### config.mk
export PLATFORM = sky130hd
export DESIGN_NAME = irq_ctrl
export DESIGN_NICKNAME = d
export VERILOG_FILES = /design/src/include/irq_ctrl_pkg.sv /design/src/hw/irq_ctrl.sv
export SDC_FILE = /design/constraint.sdc
export NUM_CORES = 1
export LEC_CHECK = 0
export BUFFER_PORTS_ARGS = -buffer_cell sky130_fd_sc_hd__buf_2
export CAP_MARGIN = 20
export CORE_MARGIN = 4
export CORE_UTILIZATION = 45
export CTS_CLUSTER_DIAMETER = 60
export CTS_CLUSTER_SIZE = 30
export DETAILED_ROUTE_END_ITERATION = 6
export PLACE_DENSITY = 0.74
export SETUP_SLACK_MARGIN = 0.5
export SLEW_MARGIN = 30
export SYNTH_ARGS = -nofsm -noshare
export SYNTH_HDL_FRONTEND = slang
export SYNTH_SLANG_ARGS = --single-unit
### constraint.sdc
create_clock -name mclk -period 32.3 [get_ports mclk]
set_input_delay 1.615 -clock mclk [delete_from_list [all_inputs] [get_ports mclk]]
set_output_delay 1.615 -clock mclk [all_outputs]
set_load 0.02 [all_outputs]
### src/include/irq_ctrl_pkg.sv
// Purpose: constants for the prioritized interrupt controller
// Assumes: APB, 32-bit data, one register per aligned word
// Notes: register indices are byte addresses divided by four
package irq_ctrl_pkg;
   // Register indices (byte address is four times the index)
   localparam logic [15:0] IDX_PRIO_A = 16'hff20;
   localparam logic [15:0] IDX_PRIO_B = 16'hff21;
   localparam logic [15:0] IDX_PORT_EN = 16'hff23;
   localparam logic [15:0] IDX_TS_EN = 16'hff24;
   localparam logic [15:0] IDX_CD_EN = 16'hff25;
   localparam logic [15:0] IDX_PORT_FLG = 16'hff27;
   localparam logic [15:0] IDX_TS_FLG = 16'hff28;
   localparam logic [15:0] IDX_CD_FLG = 16'hff29;
   localparam logic [15:0] IDX_MASK = 16'hff30;
   // Implemented bit masks of enable/flag registers
   localparam logic [7:0] PORT_BITS = 8'hf8;
   localparam logic [7:0] TS_BITS = 8'hff;
   localparam logic [7:0] CD_BITS = 8'hfc;
   localparam logic [7:0] RESET_BYTE = 8'h00;
   localparam logic [1:0] MASK_RESET = 2'h0;
   localparam logic [1:0] MASK_NMI = 2'h3;
   // Number of maskable sources, in vector order
   localparam int NSRC = 19;
   // Vector addresses
   localparam logic [7:0] VEC_NMI = 8'h04;
   localparam logic [7:0] VEC_PORT1 = 8'h06;
   localparam logic [7:0] VEC_PORT0 = 8'h0e;
   localparam logic [7:0] VEC_TIMER = 8'h10;
   localparam logic [7:0] VEC_SERIAL = 8'h1a;
   localparam logic [7:0] VEC_DISPLAY = 8'h24;
   localparam logic [7:0] VEC_TICK = 8'h28;
   typedef enum logic [1:0] {
      ST_RUN = 2'h0,
      ST_ENTRY = 2'h1,
      ST_HANDLER = 2'h3
   } state_t;
endpackage

### src/hw/irq_ctrl.sv
// Purpose: prioritized interrupt controller with APB register access
// Assumes: CPU core signals instruction boundary and return events
// Notes: source order is vector order; index 0 is port 1 bit 0
// What this block does
// - Each source event latches its readable factor flag to one
// - Writing one clears a factor flag; writing zero does nothing
// - Reset clears all factor flags
// - Each flag has a readable writable enable; one passes request
// - Reset clears all enables, leaving only NMI possible
// - Two-bit priority field per system gives levels 0 to 3, 0 never requests
// - Equal-level systems resolve by fixed default vector ranking
// - Reset sets all priority fields to zero
// - Sources within one system follow a fixed internal ranking
// - Mask flags gate acceptance: only levels above mask pass
// - Watchdog NMI is level 4, accepted whatever the mask
// - Acceptance loads mask with accepted level; NMI loads 11
// - Return from handler restores mask held before acceptance; only one saved mask is kept, so a nested take overwrites it
// - Request stays while flag set, so uncleared flag re-interrupts
// - Exception entry starts only after current instruction completes
// - Entry pushes PC and flags, plus code bank in maximum mode
// - Branch target is a 2-byte vector fetched, no bank part
// - Fixed vector addresses per source, 0x32 reserved; here tick sources 14..18 all share vector 0x28
// - Enable bit sits at same position as flag, four register indices below
// - Port 1 sources share one priority field in bits 7 and 6
// - Accept only when flag set, enabled and level above mask
// - Requests sampled at first opcode fetch of every instruction
//
// The APB slave port was decided locally.
module irq_ctrl (
   // Clock and reset
   input wire logic mclk,
   input wire logic rst_b,
   // APB slave
   input wire logic psel,
   input wire logic penable,
   input wire logic pwrite,
   input wire logic [17:0] paddr,
   input wire logic [31:0] pwdata,
   output logic [31:0] prdata,
   output logic pready,
   output logic pslverr,
   // Event sources, one-cycle pulses in vector order
   input wire logic [18:0] srcEvent,
   input wire logic nmiEvent,
   // CPU core side
   input wire logic opcodeFetch,
   input wire logic maxMode,
   input wire logic returnFromException,
   output logic irqTake,
   output logic [7:0] vectorAddr,
   output logic pushBank,
   output logic [1:0] cpuMask
);
   // ---------------------------------------------
   // Registers
   // ---------------------------------------------
   logic [7:0] prioA_reg;
   logic [7:0] prioB_reg;
   logic [18:0] enable_reg;
   logic [18:0] flag_reg;
   logic nmiPend_reg;
   logic [1:0] mask_reg;
   logic [1:0] savedMask_reg;
   irq_ctrl_pkg::state_t state_reg;
   irq_ctrl_pkg::state_t state_next;
   logic irqTake_reg;
   logic [7:0] vector_reg;
   logic pushBank_reg;
   logic [31:0] prdata_reg;
   logic pready_reg;
   logic pslverr_reg;

   // ---------------------------------------------
   // APB decode
   // ---------------------------------------------
   wire logic [15:0] idx = paddr[17:2];
   wire logic access = psel && penable && !pready_reg;
   wire logic wrStrobe = access && pwrite;
   wire logic hitPrioA = idx == irq_ctrl_pkg::IDX_PRIO_A;
   wire logic hitPrioB = idx == irq_ctrl_pkg::IDX_PRIO_B;
   wire logic hitPortEn = idx == irq_ctrl_pkg::IDX_PORT_EN;
   wire logic hitTsEn = idx == irq_ctrl_pkg::IDX_TS_EN;
   wire logic hitCdEn = idx == irq_ctrl_pkg::IDX_CD_EN;
   wire logic hitPortFlg = idx == irq_ctrl_pkg::IDX_PORT_FLG;
   wire logic hitTsFlg = idx == irq_ctrl_pkg::IDX_TS_FLG;
   wire logic hitCdFlg = idx == irq_ctrl_pkg::IDX_CD_FLG;
   wire logic hitMask = idx == irq_ctrl_pkg::IDX_MASK;
   wire logic mapped = hitPrioA || hitPrioB || hitPortEn || hitTsEn || hitCdEn
      || hitPortFlg || hitTsFlg || hitCdFlg || hitMask;
   wire logic [7:0] wb = pwdata[7:0];

   // Byte views; source order 0..3 port1 bits, 4 port0, 5..9 timers, 10..12 serial,
   // 13 display, 14..18 tick sources (32,8,2,1 Hz, minute)
   wire logic [7:0] portEnByte = {enable_reg[3:0], enable_reg[4], 3'h0};
   wire logic [7:0] tsEnByte = {enable_reg[9:5], enable_reg[12:10]};
   wire logic [7:0] cdEnByte = {enable_reg[18:14], enable_reg[13], 2'h0};
   wire logic [7:0] portFlByte = {flag_reg[3:0], flag_reg[4], 3'h0};
   wire logic [7:0] tsFlByte = {flag_reg[9:5], flag_reg[12:10]};
   wire logic [7:0] cdFlByte = {flag_reg[18:14], flag_reg[13], 2'h0};

   // Write byte mapped back to source order
   wire logic [18:0] enWrMask = {hitCdEn ? 6'h3f : 6'h0, hitTsEn ? 8'hff : 8'h0,
      hitPortEn ? 5'h1f : 5'h0};
   wire logic [18:0] wrSrc = hitCdEn || hitCdFlg ? {wb[7:3], wb[2], 13'h0}
      : (hitTsEn || hitTsFlg ? {6'h0, wb[2:0], wb[7:3], 5'h0}
      : {14'h0, wb[3], wb[7:4]});
   wire logic [18:0] srcSelFl = {hitCdFlg ? 6'h3f : 6'h0, hitTsFlg ? 8'hff : 8'h0,
      hitPortFlg ? 5'h1f : 5'h0};
   wire logic [18:0] clearBits = wrStrobe ? (wrSrc & srcSelFl) : 19'h0;
   wire logic [18:0] enable_next = wrStrobe
      ? ((enable_reg & ~enWrMask) | (wrSrc & enWrMask)) : enable_reg;
   // Set wins over a clear in the same cycle
   wire logic [18:0] flag_next = (flag_reg & ~clearBits) | srcEvent;

   wire logic [7:0] readByte = hitPrioA ? prioA_reg : hitPrioB ? prioB_reg
      : hitPortEn ? portEnByte : hitTsEn ? tsEnByte : hitCdEn ? cdEnByte
      : hitPortFlg ? portFlByte : hitTsFlg ? tsFlByte : hitCdFlg ? cdFlByte
      : hitMask ? {6'h0, mask_reg} : 8'h0;

   // ---------------------------------------------
   // Priority resolution
   // ---------------------------------------------
   // Per-source level from its system field
   logic [1:0] lvl [18:0];
   always_comb begin
      for (int i = 0; i < 4; i++) begin
         lvl[i] = prioA_reg[7:6];
      end
      lvl[4] = prioA_reg[5:4];
      lvl[5] = prioA_reg[1:0];
      lvl[6] = prioA_reg[1:0];
      lvl[7] = prioA_reg[3:2];
      lvl[8] = prioA_reg[3:2];
      lvl[9] = prioB_reg[7:6];
      for (int i = 10; i < 13; i++) begin
         lvl[i] = prioB_reg[5:4];
      end
      lvl[13] = prioB_reg[1:0];
      for (int i = 14; i < 19; i++) begin
         lvl[i] = prioB_reg[3:2];
      end
   end

   wire logic [18:0] active = flag_reg & enable_reg;
   // Highest level wins; among equal, lowest index (vector order)
   logic [1:0] bestLvl;
   logic [4:0] bestIdx;
   always_comb begin
      bestLvl = 2'h0;
      bestIdx = 5'h0;
      for (int i = 18; i >= 0; i--) begin
         if (active[i] && lvl[i] != 2'h0 && lvl[i] >= bestLvl) begin
            bestLvl = lvl[i];
            bestIdx = 5'(i);
         end
      end
   end
   wire logic irqPending = bestLvl > mask_reg;

   // Vector per source; tick sources share one vector
   wire logic [7:0] srcVector = bestIdx < 5'd4 ? 8'(irq_ctrl_pkg::VEC_PORT1 + {bestIdx[1:0], 1'b0})
      : bestIdx == 5'd4 ? irq_ctrl_pkg::VEC_PORT0
      : bestIdx < 5'd10 ? 8'(irq_ctrl_pkg::VEC_TIMER + {bestIdx - 5'd5, 1'b0})
      : bestIdx < 5'd13 ? 8'(irq_ctrl_pkg::VEC_SERIAL + {bestIdx - 5'd10, 1'b0})
      : bestIdx == 5'd13 ? irq_ctrl_pkg::VEC_DISPLAY : irq_ctrl_pkg::VEC_TICK;

   // Sampled only at an instruction boundary
   wire logic takeNmi = opcodeFetch && nmiPend_reg;
   wire logic takeIrq = opcodeFetch && !nmiPend_reg && irqPending;
   wire logic take = (state_reg != irq_ctrl_pkg::ST_ENTRY) && (takeNmi || takeIrq);

   always_comb begin
      case (state_reg)
         irq_ctrl_pkg::ST_RUN: state_next = take ? irq_ctrl_pkg::ST_ENTRY : irq_ctrl_pkg::ST_RUN;
         irq_ctrl_pkg::ST_ENTRY: state_next = irq_ctrl_pkg::ST_HANDLER;
         irq_ctrl_pkg::ST_HANDLER: state_next = take ? irq_ctrl_pkg::ST_ENTRY
            : returnFromException ? irq_ctrl_pkg::ST_RUN : irq_ctrl_pkg::ST_HANDLER;
         default: state_next = irq_ctrl_pkg::ST_RUN;
      endcase
   end

   // Mask: accepted level on entry, saved value on return
   wire logic [1:0] mask_next = take ? (takeNmi ? irq_ctrl_pkg::MASK_NMI : bestLvl)
      : returnFromException ? savedMask_reg
      : (wrStrobe && hitMask) ? wb[1:0] : mask_reg;

   // ---------------------------------------------
   // Sequential logic
   // ---------------------------------------------
   always_ff @(posedge mclk) begin
      if (!rst_b) begin
         prioA_reg <= irq_ctrl_pkg::RESET_BYTE;
         prioB_reg <= irq_ctrl_pkg::RESET_BYTE;
         enable_reg <= 19'h0;
         flag_reg <= 19'h0;
      end else begin
         if (wrStrobe && hitPrioA) prioA_reg <= wb;
         if (wrStrobe && hitPrioB) prioB_reg <= wb;
         enable_reg <= enable_next;
         flag_reg <= flag_next;
      end
   end

   always_ff @(posedge mclk) begin
      if (!rst_b) begin
         nmiPend_reg <= 1'b0;
         mask_reg <= irq_ctrl_pkg::MASK_RESET;
         savedMask_reg <= irq_ctrl_pkg::MASK_RESET;
         state_reg <= irq_ctrl_pkg::ST_RUN;
         irqTake_reg <= 1'b0;
         vector_reg <= 8'h0;
         pushBank_reg <= 1'b0;
      end else begin
         // Kept pending through the entry cycle, where takes are blocked
         nmiPend_reg <= nmiEvent || (nmiPend_reg && !(take && takeNmi));
         mask_reg <= mask_next;
         if (take) savedMask_reg <= mask_reg;
         state_reg <= state_next;
         irqTake_reg <= take;
         if (take) vector_reg <= takeNmi ? irq_ctrl_pkg::VEC_NMI : srcVector;
         if (take) pushBank_reg <= maxMode;
      end
   end

   // Single wait state: answer one cycle into the access phase
   always_ff @(posedge mclk) begin
      if (!rst_b) begin
         prdata_reg <= 32'h0;
         pready_reg <= 1'b0;
         pslverr_reg <= 1'b0;
      end else begin
         pready_reg <= access;
         pslverr_reg <= access && !mapped;
         if (access && !pwrite) prdata_reg <= {24'h0, readByte};
      end
   end

   assign prdata = prdata_reg;
   assign pready = pready_reg;
   assign pslverr = pslverr_reg;
   assign irqTake = irqTake_reg;
   assign vectorAddr = vector_reg;
   assign pushBank = pushBank_reg;
   assign cpuMask = mask_reg;
endmodule

==> results.md <==
- Status: completed
- TritonCTS Buffers: 9
- Pre-antenna DRT Iters: 7
- RSZ-0062 raised after global routing: no
- CTS tree: built
- Wire per inst: between 15 and 20 µm
- CP endpoint kind: flip-flop
- Clk buf depth: 2
- Iteration-0 DRC Markers: about 550
- Top FF cell, synth: dfxtp_1
- Total net switching power: 0.00006171 W
- Finished Layout Cells: 1000
- Switch share: between 20% and 30%
- Fin crit period: between 20000 and 25000 ps
- Post-synthesis cell area: 0.005709 mm²
- Peak Freq: 0.04154 GHz
- Setup slack after layout: 8228 ps
- CTS resizes: 0
- Netlist cell types: 76
- Clk pwr share: about half
- Number of global-route vias before repair: approximately 5300
- Pwr per Cell Area: about 38 mW/mm²
- Clk Latency, worst-skew pair: 340 ps
- Final Hold Vio Count: 0
- Commonest non-fill, non-tap cell in the layout: nand2_1
- Max IR drop VDD: around 0.029 mV
- DIE AREA: 0.01455 mm²
- Worst-path fanout max: 13
- I/O Pins: about 120
- Final antenna-violating net count: 0
- Antenna Cells: 0
- Worst path slowest cell: a21oi_1
- CP arrival: between 20000 and 25000 ps
- First-pass GRT wire length: 27.72 mm
- Final setup TNS: 0 ps
- Syn Area/Cell: ~7.3 µm²
- Least-Margin Pin Slew: 760.0 ps
- Crit start category: flip-flop
- Commonest non-fill, non-tap cells in the layout: nand2_1 (116), a21oi_1 (90), nor2_1 (81), dfxtp_1 (79), buf_2 (71)
- GP Congestion: roughly 1
- Setup bufs post-CTS: 0
- Max Cap Viol: 0
- DR vias: 5779
- Mapped Cells: roughly 800
- Clock sink count: roughly 80
- Relative slew slack: ~50%
- Endpoints failing setup: 0
- Via/cell ratio: approximately 5.8
- LEAKAGE: 2.545 nW
- Ys async rst share: 0%
- Chip width: between 100 and 150 µm
- Sequential Power Share: a little over two fifths
- Final wirelength: 17.31 mm
- CP most frequent cell: ha_1
- Period utilization: 74.52%
- DP Wirelength: between 10 and 15 mm
- Max Slew Vio Count: 0
- Logic gate share of total power: under 10%
- Post-cts hold buffer count: 0
- Hold crit path type: flip-flop to flip-flop
- Worst slack, placed: 8646 ps
- Clock tree root driver cell: clkbuf_16
- Global route overflow: 0
- Int Pwr: 0.0001831 W
- DP Cell Count: between 900 and 1000
- DIE HEIGHT: around 120 µm
- Area delta synth->final: 12.36%
- Sequential area share after synthesis: 27.70%
- DRC Markers: 0
- Htree depth: 3
- IO Port Bufs: between 70 and 80
- Warnings, synthesis: 0
- CP peak stage delay: 580 ps
- Number of flops mapped to enable cells by yosys: 0
- Yosys reg bits: 79
- Antenna violations before repair: 0
- Largest net degree at the start of global routing: 64
- Core area: between 0.01 and 0.015 mm²
- All-Layer GR Usage: about a quarter
- WS Path Type: flip-flop to flip-flop
- CP required: between 30000 and 40000 ps
- Initial Util: between 40% and 50%
- Fin nets: 931
- Skew final: around 4.9 ps
- Layout cells sized above 1: between 10 and 15%
- Clock slew at reported path FFs: 60 ps
- Row cnt: 40
## stage by stage
stage | total power [W] | cell area, µm² | hold WS, ps | utilization, %
global route | 0.0002528 | 6415 | 483.0 | 52.53
floorplan | 0.0001213 | 5803 | 436.0 | -
CTS | 0.0002454 | 6412 | 456.3 | 52.51
finish | 0.0002448 | 6415 | 456.5 | 52.53
detailed placement | 0.0001279 | 6066 | 447.5 | 49.67
global placement | 0.0001276 | 6047 | 443.1 | 49.52
## cell usage after synthesis (22+ instances only)
cell type	n	area share, %
nand3_1	38	3.3
a21oi_1	90	7.9
o21ai_0	36	3.2
ha_1	26	5.7
clkbuf_1	30	2.0
inv_1	26	1.7
buf_4	27	3.6
nor2_1	81	5.3
nand2b_1	22	2.4
dfxtp_1	79	28
mux2i_1	22	3.9
nand2_1	116	7.6
## critical path, delay by kind of cell (launching register included)
kind	cells	cell delay, ps
simple gates	39	6310
compound gates	49	10070
flops	1	350
buf+inv	2	90
mux	7	2330
fa+ha+maj	18	4780
## path summary, 6_finish.rpt
kind                          from                to  slack [ps]  depth (start not counted)
hold reg to reg   savedMask_reg[0]  savedMask_reg[0]         460                          2
setup / recovery      flag_reg[17]     vectorAddr[2]        8230                        115
hold / removal    savedMask_reg[0]  savedMask_reg[0]         460                          2
setup reg to reg      flag_reg[17]     vectorAddr[2]        8230                        115
## power by group through the flow
stage	clock (W)	combinational (W)	sequential [W]
after floorplan	0	0.0000149	0.000106
after global placement	0	0.0000212	0.000106
after detailed placement	0	0.0000214	0.000106
after CTS	0.000120	0.0000215	0.000104
after global routing	0.000124	0.0000242	0.000105
final	0.000119	0.0000218	0.000104
## per-layer routing
layer	track usage (%)	part of all wire, %
met1	31.33	43
met3	3.601	7.4
met2	39.82	47
met4	7.578	2.6
met5	0	0
## logic make-up (layout without fill, tap and decap cells)
kind of cell	count (synthesis)	after routing	synth area share, %
other	1	26	0.06568
adder cells (fa/ha/maj)	26	26	5.698
flip-flops	79	79	27.70
multiplexers	28	28	5.040
AND/OR/NAND/NOR	333	333	27.77
AO/OA/AOI/OAI	222	222	25.84
XOR/XNOR	1	1	0.1534
buffers and inverters	88	117	7.736
## area by class of cell
class | count | area [µm²]
Tap cell | 168 | 210.2
Timing Repair Buffer | 73 | 370.4
Inverter | 28 | 107.6
Clock buffer | 9 | 225.2
Multi-Input combinational cell | 636 | 3799
Fill cell | 1205 | 5797
Sequential cell | 79 | 1582
Clock inverter | 7 | 121.4
(Power assumes the default switching activity.)
